==> src/pkg/fld_regs.svh <==
// Register offsets, field positions, reset values and timing counts for
// the link-drop and pair control block.
// Assumes a 200 MHz core clock and word-addressed Wishbone registers.
// Notes on behaviour
// - Bypass bit skips equalizer tap zero
// - Polarity bit inverts transmit and receive pairs
// - Pair swap exchanges transmit and receive pairs
// - Mirroring only when polarity and swap set
// - 32 receive errors per window drop link
// - 20 line-code violations per window drop link
// - 20 low-SNR crossings per window drop link
// - Energy loss drops link when enabled
// - Drop decision ORs five enabled criteria
// - Command field selects data register meaning
// - Descrambler loss drops link when enabled
// - Data register holds pointer or target data
// - Only three target device codes accepted
// - Per-criterion status latches on each drop
`ifndef FLD_REGS_SVH
`define FLD_REGS_SVH

// Register word indices (byte address is index times four)
`define FLD_IDX_CTRL3 8'h0b
`define FLD_IDX_XCTL 8'h0d
`define FLD_IDX_XDATA 8'h0e
`define FLD_IDX_DSTAT 8'h0f
`define FLD_IDX_IRQST 8'h20
`define FLD_IDX_IRQMSK 8'h21
`define FLD_ADDR_W 10

// Control three fields
`define FLD_B_DSCR 10
`define FLD_B_EQBYP 9
`define FLD_B_POL 6
`define FLD_B_SWAP 5
`define FLD_CTRL3_RST 16'h1000
`define FLD_CTRL3_WMASK 16'hffff

// Extended access control fields
`define FLD_CMD_HI 15
`define FLD_CMD_LO 14
`define FLD_DEV_HI 4
`define FLD_XCTL_WMASK 16'hc01f
`define FLD_DEV_VEND 5'h1f
`define FLD_DEV_M3 5'h03
`define FLD_DEV_M7 5'h07
`define FLD_XDATA_RST 16'h000a

// Status field position in the drop status register
`define FLD_STAT_LO 4

// Thresholds and window
`define FLD_THR_RXER 6'h20
`define FLD_THR_MLT3 6'h14
`define FLD_THR_SNR 6'h14
`define FLD_WIN_NS 10000
`define FLD_CLK_MHZ 200
`define FLD_WIN_CYC ((`FLD_WIN_NS * `FLD_CLK_MHZ) / 1000)

`endif

==> src/pkg/fld_pkg.sv <==
// Types shared by the link-drop and pair control block.
// Assumes the constants header is compiled alongside.
package fld_pkg;

  // Extended access commands
  typedef enum logic [1:0] {
    FLD_CMD_ADDR = 2'b00,
    FLD_CMD_DATA = 2'b01,
    FLD_CMD_INC_RW = 2'b10,
    FLD_CMD_INC_W = 2'b11
  } fld_cmd_t;

  // Drop event vector: dscr, rxer, mlt3, snr, energy (bit 4 down to 0)
  typedef logic [4:0] fld_crit_t;

  // Datapath control outputs
  typedef struct packed {
    logic eq_tap0_bypass;
    logic pol_invert;
    logic pair_swap;
    logic mirror;
  } fld_path_t;

  // Indirect access request to the extended register space
  typedef struct packed {
    logic we;
    logic [4:0] dev;
    logic [15:0] addr;
    logic [15:0] wdata;
  } fld_ext_req_t;

endpackage

==> src/core/fld_ctrl.sv <==
// Control register bank for fast link drop, pair swap and polarity,
// plus the indirect extended register access path.
// Assumes synchronous event strobes from the receive path and an
// extended register space that answers reads in the same cycle.
`timescale 1ns/100ps
`include "fld_regs.svh"

module fld_ctrl (
  input wire logic i_ref_clk,
  input wire logic i_rst,
  input wire logic i_ce,
  input wire logic i_wb_cyc,
  input wire logic i_wb_stb,
  input wire logic i_wb_we,
  input wire logic [`FLD_ADDR_W-1:0] i_wb_adr,
  input wire logic [3:0] i_wb_sel,
  input wire logic [31:0] i_wb_dat,
  output logic [31:0] o_wb_dat,
  output logic o_wb_ack,
  input wire logic i_rx_err,
  input wire logic i_mlt3_err,
  input wire logic i_snr_low,
  input wire logic i_energy_lost,
  input wire logic i_dscr_lost,
  input wire logic [15:0] i_ext_rdata,
  output fld_pkg::fld_path_t o_path,
  output logic o_link_drop,
  output fld_pkg::fld_ext_req_t o_ext_req,
  output logic o_ext_stb,
  output logic o_irq
);
  import fld_pkg::*;

  // Bit index of each criterion in the event vector
  localparam int CE = 0;
  localparam int CS = 1;
  localparam int CM = 2;
  localparam int CR = 3;
  localparam int CD = 4;
  localparam logic [10:0] WIN_LAST = 11'(`FLD_WIN_CYC - 1);

  // Software-visible state
  logic [15:0] ctrl3; // Control register three
  logic [15:0] xctl; // Command and target select
  logic [15:0] xptr; // Indirect address pointer
  logic [4:0] drop_stat; // Latched per-criterion drop cause
  logic [4:0] irq_stat; // Sticky interrupt status
  logic [4:0] irq_mask; // Interrupt enables

  // Window and event counters
  logic [10:0] win_cnt; // Cycles into the current window
  logic [5:0] cnt_rx; // Receive errors this window
  logic [5:0] cnt_ml; // Line-code violations this window
  logic [5:0] cnt_sn; // Low-SNR crossings this window

  // Register decode used for both read and write paths
  function automatic logic hit(input logic [`FLD_ADDR_W-1:0] a,
                               input logic [7:0] idx);
    hit = (a[`FLD_ADDR_W-1:2] == idx);
  endfunction

  // Bus handshake: one ack per request, dropped the next cycle
  wire bus_req = i_wb_cyc & i_wb_stb & ~o_wb_ack;
  wire bus_wr = bus_req & i_wb_we;
  wire bus_rd = bus_req & ~i_wb_we;
  wire [15:0] wmask = {{8{i_wb_sel[1]}}, {8{i_wb_sel[0]}}};
  wire [15:0] wdat = i_wb_dat[15:0];

  wire sel_c3 = hit(i_wb_adr, `FLD_IDX_CTRL3);
  wire sel_xc = hit(i_wb_adr, `FLD_IDX_XCTL);
  wire sel_xd = hit(i_wb_adr, `FLD_IDX_XDATA);
  wire sel_ds = hit(i_wb_adr, `FLD_IDX_DSTAT);
  wire sel_is = hit(i_wb_adr, `FLD_IDX_IRQST);
  wire sel_im = hit(i_wb_adr, `FLD_IDX_IRQMSK);

  // Command and target decode
  wire fld_cmd_t cmd = fld_cmd_t'(xctl[`FLD_CMD_HI:`FLD_CMD_LO]);
  wire [4:0] dev = xctl[`FLD_DEV_HI:0];
  wire dev_ok = (dev == `FLD_DEV_VEND) | (dev == `FLD_DEV_M3) |
                (dev == `FLD_DEV_M7);
  // Data access reaches the target only for a valid device code
  wire xd_data = (cmd != FLD_CMD_ADDR) & dev_ok;
  wire xd_wr = bus_wr & sel_xd;
  wire xd_rd = bus_rd & sel_xd;
  // Pointer step after a data access
  wire inc_rw = (cmd == FLD_CMD_INC_RW) & (xd_wr | xd_rd);
  wire inc_w = (cmd == FLD_CMD_INC_W) & xd_wr;
  wire ptr_step = xd_data & (inc_rw | inc_w);

  // Criteria evaluation
  wire win_end = (win_cnt == WIN_LAST);
  wire [4:0] crit_en = {ctrl3[`FLD_B_DSCR], ctrl3[3:0]};
  wire hit_rx = i_rx_err & (cnt_rx == `FLD_THR_RXER - 6'h01);
  wire hit_ml = i_mlt3_err & (cnt_ml == `FLD_THR_MLT3 - 6'h01);
  wire hit_sn = i_snr_low & (cnt_sn == `FLD_THR_SNR - 6'h01);
  wire [4:0] cause;
  assign cause[CE] = i_energy_lost;
  assign cause[CS] = hit_sn;
  assign cause[CM] = hit_ml;
  assign cause[CR] = hit_rx;
  assign cause[CD] = i_dscr_lost;
  wire [4:0] drops = cause & crit_en;
  wire any_drop = |drops;

  // Read mux: unmapped addresses read zero
  wire [15:0] xd_rval = xd_data ? i_ext_rdata :
                        (cmd == FLD_CMD_ADDR ? xptr : 16'h0000);
  wire [15:0] rd_val =
      ({16{sel_c3}} & ctrl3) |
      ({16{sel_xc}} & (xctl & `FLD_XCTL_WMASK)) |
      ({16{sel_xd}} & xd_rval) |
      ({16{sel_ds}} & {7'h00, drop_stat, 4'h0}) |
      ({16{sel_is}} & {11'h000, irq_stat}) |
      ({16{sel_im}} & {11'h000, irq_mask});

  // Window counter and per-window event counters
  always_ff @(posedge i_ref_clk or posedge i_rst) begin
    if (i_rst) begin
      win_cnt <= 11'h000;
    end else if (i_ce) begin
      win_cnt <= win_end ? 11'h000 : win_cnt + 11'h001;
    end
  end

  // Counters saturate at threshold and restart each window
  generate
    for (genvar g = 0; g < 3; g++) begin : g_cnt
      logic ev;
      logic [5:0] thr;
      logic [5:0] cnt;
      assign ev = (g == 0) ? i_rx_err : (g == 1) ? i_mlt3_err : i_snr_low;
      assign thr = (g == 0) ? `FLD_THR_RXER :
                   (g == 1) ? `FLD_THR_MLT3 : `FLD_THR_SNR;
      always_ff @(posedge i_ref_clk or posedge i_rst) begin
        if (i_rst) begin
          cnt <= 6'h00;
        end else if (i_ce) begin
          if (win_end) begin
            cnt <= 6'h00;
          end else if (ev && cnt != thr) begin
            cnt <= cnt + 6'h01;
          end
        end
      end
    end
  endgenerate
  assign cnt_rx = g_cnt[0].cnt;
  assign cnt_ml = g_cnt[1].cnt;
  assign cnt_sn = g_cnt[2].cnt;

  // Control registers, written with byte lanes
  always_ff @(posedge i_ref_clk or posedge i_rst) begin
    if (i_rst) begin
      ctrl3 <= `FLD_CTRL3_RST;
      xctl <= 16'h0000;
      irq_mask <= 5'h00;
    end else if (i_ce && bus_wr) begin
      if (sel_c3) begin
        ctrl3 <= (ctrl3 & ~wmask) | (wdat & wmask);
      end
      if (sel_xc) begin
        xctl <= (xctl & ~wmask) | (wdat & wmask & `FLD_XCTL_WMASK);
      end
      if (sel_im && i_wb_sel[0]) begin
        irq_mask <= wdat[4:0];
      end
    end
  end

  // Address pointer, valid device codes only: loaded in address mode, stepped after FLD_CMD_INC_RW accesses and FLD_CMD_INC_W writes
  always_ff @(posedge i_ref_clk or posedge i_rst) begin
    if (i_rst) begin
      xptr <= `FLD_XDATA_RST;
    end else if (i_ce) begin
      if (xd_wr && cmd == FLD_CMD_ADDR && dev_ok) begin
        xptr <= (xptr & ~wmask) | (wdat & wmask);
      end else if (ptr_step) begin
        xptr <= xptr + 16'h0001;
      end
    end
  end

  // Drop status latches; a read clears, a new cause in that cycle wins
  always_ff @(posedge i_ref_clk or posedge i_rst) begin
    if (i_rst) begin
      drop_stat <= 5'h00;
    end else if (i_ce) begin
      drop_stat <= ((bus_rd && sel_ds) ? 5'h00 : drop_stat) | drops;
    end
  end

  // Sticky interrupt status, write one to clear, set wins
  always_ff @(posedge i_ref_clk or posedge i_rst) begin
    if (i_rst) begin
      irq_stat <= 5'h00;
    end else if (i_ce) begin
      irq_stat <= (irq_stat &
                  ~((bus_wr && sel_is && i_wb_sel[0]) ? wdat[4:0] : 5'h00))
                  | drops;
    end
  end

  // Bus answer: ack one cycle after the request
  always_ff @(posedge i_ref_clk or posedge i_rst) begin
    if (i_rst) begin
      o_wb_ack <= 1'b0;
      o_wb_dat <= 32'h0000_0000;
    end else if (i_ce) begin
      o_wb_ack <= bus_req;
      o_wb_dat <= bus_rd ? {16'h0000, rd_val} : 32'h0000_0000;
    end
  end

  // Datapath steering and indirect request, all registered
  always_ff @(posedge i_ref_clk or posedge i_rst) begin
    if (i_rst) begin
      o_path <= '0;
      o_link_drop <= 1'b0;
      o_ext_req <= '0;
      o_ext_stb <= 1'b0;
      o_irq <= 1'b0;
    end else if (i_ce) begin
      o_path.eq_tap0_bypass <= ctrl3[`FLD_B_EQBYP];
      o_path.pol_invert <= ctrl3[`FLD_B_POL];
      o_path.pair_swap <= ctrl3[`FLD_B_SWAP];
      o_path.mirror <= ctrl3[`FLD_B_POL] & ctrl3[`FLD_B_SWAP];
      o_link_drop <= any_drop;
      o_ext_stb <= xd_data & (xd_wr | xd_rd);
      o_ext_req.we <= xd_wr;
      o_ext_req.dev <= dev;
      o_ext_req.addr <= xptr;
      o_ext_req.wdata <= wdat;
      o_irq <= |(((irq_stat | drops)) & irq_mask);
    end
  end

endmodule

==> config.mk <==
export PLATFORM = sky130hd
export DESIGN_NAME = fld_ctrl
export DESIGN_NICKNAME = d
export VERILOG_FILES = /design/src/pkg/fld_pkg.sv /design/src/core/fld_ctrl.sv
export VERILOG_INCLUDE_DIRS = /design/src /design/src/pkg
export SDC_FILE = /design/constraint.sdc
export NUM_CORES = 1
export LEC_CHECK = 0
export BUFFER_PORTS_ARGS = -buffer_cell sky130_fd_sc_hd__buf_2
export CELL_PAD_IN_SITES_DETAIL_PLACEMENT = 0
export CELL_PAD_IN_SITES_GLOBAL_PLACEMENT = 1
export CORE_UTILIZATION = 44
export CTS_BUF_LIST = sky130_fd_sc_hd__clkbuf_4 sky130_fd_sc_hd__clkbuf_8
export DETAILED_ROUTE_END_ITERATION = 6
export GPL_ROUTABILITY_DRIVEN = 1
export PLACE_DENSITY = 0.93
export SLEW_MARGIN = 10
export SYNTH_ARGS = -nofsm -noshare
export SYNTH_HDL_FRONTEND = slang
export SYNTH_SLANG_ARGS = --single-unit
==> constraint.sdc <==
create_clock -name i_ref_clk -period 6.8 [get_ports i_ref_clk]
set_input_delay 1.36 -clock i_ref_clk [delete_from_list [all_inputs] [get_ports i_ref_clk]]
set_output_delay 1.36 -clock i_ref_clk [all_outputs]
set_load 0.01 [all_outputs]
==> run_results.csv <==
group,metric,value,unit
floorplan,num_rows,46,
placement,dpl.cell_count,992,
grt,grt_overflow,0,
route,firstDrtPassIters,5,
cts,clkTransAtPathRegs,80,ps
grt,grt.total_usage,22.9,%
sta,final_max_slew_viol_count,0,
sta,setup_violations,0,
critical_path,required,7180,ps
power_and_ir_drop,clkPwrFrac,34.6,%
synthesis,post_synth_main_area_contributors,"dfrtp_1 49%, mux2_2 10%, a21oi_1 3.1%, nand2_1 2.8%, nand3_1 2.2%",
cts,clockBufferDepth,2,
synthesis,synth_top_area_share,48.8,%
synthesis,netlist_instances,683,
synthesis,syn_area,7280,um^2
cts,hold_buffers,0,
cts,worstSkewPairLatency,450,ps
power_and_ir_drop,seqPwrFrac,53.5,%
cts,cts_inserted_buffers,17,
synthesis,ys_types,64,
synthesis,synth_top_cells_by_count,"142 x dfrtp_1, 67 x mux2_2, 54 x nand2_1",
grt,grt_pass1_vias,5526,
power_and_ir_drop,swShare,28.0,%
final_layout,utilization,52.5,%
cts,post_cts_resized,0,
critical_path,critical_path.max_fanout,23,
grt,grt_pass1_wl,29400,um
grt,antenna_found_initial,0,
power_and_ir_drop,p_leak,3.96,nW
cts,cts.sinks,145,
final_layout,fin_cells,1024,
synthesis,synth.most_common_cell,"dfrtp_1",
sta,final.period_utilization,47.9,%
sta,max_slew_margin,29.7,%
synthesis,ys_ff_latch,145,
critical_path,startpoint_type,"primary input",
final_layout,diodes,0,
floorplan,core,16000,um^2
power_and_ir_drop,switchingPower,0.520,mW
final_layout,drive_gt1_share,29.8,%
route,first_iter_violations,444,
cts,cts_root_buf,"clkbuf_8",
sta,final_hold_viol_count,0,
final_layout,syn2layout_area_growth,15.4,%
power_and_ir_drop,power,1.86,mW
route,drc,0,
synthesis,ys_async_sr_fraction,100,%
synthesis,synth_edf_count,0,
grt,grt_max_degree,105,
synthesis,syn-mean-instance-area,10.7,um^2
power_and_ir_drop,p_per_area,221,nW/um^2
floorplan,dieArea,17100,um^2
floorplan,die_y,131,um
critical_path,timing_worst_setup_path_type,"primary input to flip-flop",
placement,place.gp.congestion,0.901,
run_status,status,"finished clean",
run,cap_violations,0,
route,num_vias,5893,
route,routed_wl,18600,um
power_and_ir_drop,internal_power,1.34,mW
sta,fmax,307,MHz
cts,htree_levels,4,
sta,finalSetupTns,0,ps
sta,fin_skew,12.5,ps
floorplan,ioPinCount,151,
hold_path,hold_path_class,"flip-flop to flip-flop",
synthesis,ys.flop_type,"dfrtp_1",
route,wl_per_cell,18.2,um
floorplan,die_x,131,um
cts,post_cts_buffers,0,
sta,rsz0062_at_grt,"no",
placement,dp_hpwl,13200,um
synthesis,post-synth-top-area-cell,"dfrtp_1",
final_layout,finalNetCount,876,
synthesis,yosysWarnings,0,
synthesis,yosysSeqAreaShare,49.9,%
critical_path,arrival,3640,ps
power_and_ir_drop,comb_power_share,11.9,%
critical_path,endpoint_kind,"flip-flop",
sta,worstMarginPinSlew,1050,ps
placement,io_buffers,114,
floorplan,start_util,45.5,%
sta,min_period,3250,ps
power_and_ir_drop,peakVddDrop,0.122,mV
route,ant_nets,0,
cts,cts_tree,"built",
route,viasPerCell,5.75,
==> logic make-up after synthesis <==
logic type	after synthesis	synth area share, %
and+or+nand+nor	225	17.1
xor gates and xnor gates	17	2.04
muxes	78	11.9
other	1	0.0515
adders and majority gates	9	1.51
DFF	145	49.9
buffers and inverters	63	4.12
AOI/OAI and AO/OA	145	13.4
==> layout by cell type, fill, tap and decap left out, types with 13 or more instances in the layout <==
| master | synthesis | layout |
|---|---|---|
| dfrtp_1 | 142 | 142 |
| buf_2 | 3 | 114 |
| clkbuf_8 | 0 | 19 |
| mux2_2 | 67 | 67 |
| conb_1 | 1 | 16 |
| nand2_1 | 54 | 54 |
| nor3_1 | 17 | 17 |
| inv_1 | 17 | 16 |
| o21ai_0 | 21 | 20 |
| nor2_1 | 40 | 40 |
| nand4_1 | 13 | 13 |
| a21oi_1 | 45 | 45 |
| nand3_1 | 32 | 32 |
==> area by class of cell <==
class                      instances  area [um^2]
multi-input combinational        490         3420
inverter                          18         72.6
tap                              216          270
fill                            1491         7590
sequential                       145         3630
clock buffer                      22          284
clock inverter                    10         87.6
timing repair buffer             123          638
==> per-layer routing <==
layer | GRT usage (%) | vias to the layer above | share of wire, %
li1 | - | 2718 | -
met1 | 33.6 | 2921 | 46
met2 | 33.9 | 232 | 45
met3 | 3.99 | 22 | 6.9
met4 | 8.79 | 0 | 1.9
met5 | 0 | - | 0
==> path summary, 6_finish.rpt <==
| check | from | end | slack (ps) | cells past startpoint |
|---|---|---|---|---|
| setup / recovery | i_wb_adr[2] | flip-flop | 3550 | 8 |
| hold / removal | o_ext_req[11] | o_ext_req[11] | 500 | 1 |
| setup reg to reg | o_wb_ack | flip-flop | 4390 | 7 |
| hold reg to reg | o_ext_req[11] | o_ext_req[11] | 500 | 1 |
| max in group asynchronous | i_rst | asynchronous set/reset pin | 4560 | 3 |
| min in group asynchronous | i_rst | o_wb_ack | 1120 | 2 |
==> power groups by stage <==
| stage | clock (mW) | sequential (mW) | combinational, mW |
|---|---|---|---|
| 2_1_floorplan | 0 | 0.998 | 0.154 |
| 3_3_place_gp | 0 | 1.01 | 0.216 |
| 3_5_place_dp | 0 | 1.01 | 0.224 |
| 4_1_cts | 0.659 | 0.993 | 0.225 |
| 5_1_grt | 0.693 | 1.00 | 0.250 |
| 6_report | 0.642 | 0.994 | 0.222 |
==> critical path, cell delays in order <==
cell,delay (ps)
buf_2,130
nor4_4,590
nand4b_1,190
buf_4,250
nor2_1,330
buf_4,290
mux2_2,360
a21oi_1,130
==> per-stage QoR <==
stage | setup WS [ps] | instance area (um^2) | hold slack, ps
3_5_place_dp | 3100 | 8040 | 490
5_1_grt | 3410 | 8410 | 523
2_1_floorplan | 1550 | 7340 | 466
6_report | 3550 | 8410 | 503
3_3_place_gp | 3120 | 8040 | 477
4_1_cts | 3590 | 8410 | 508
Note: power is estimated with default switching activity, not from simulation.
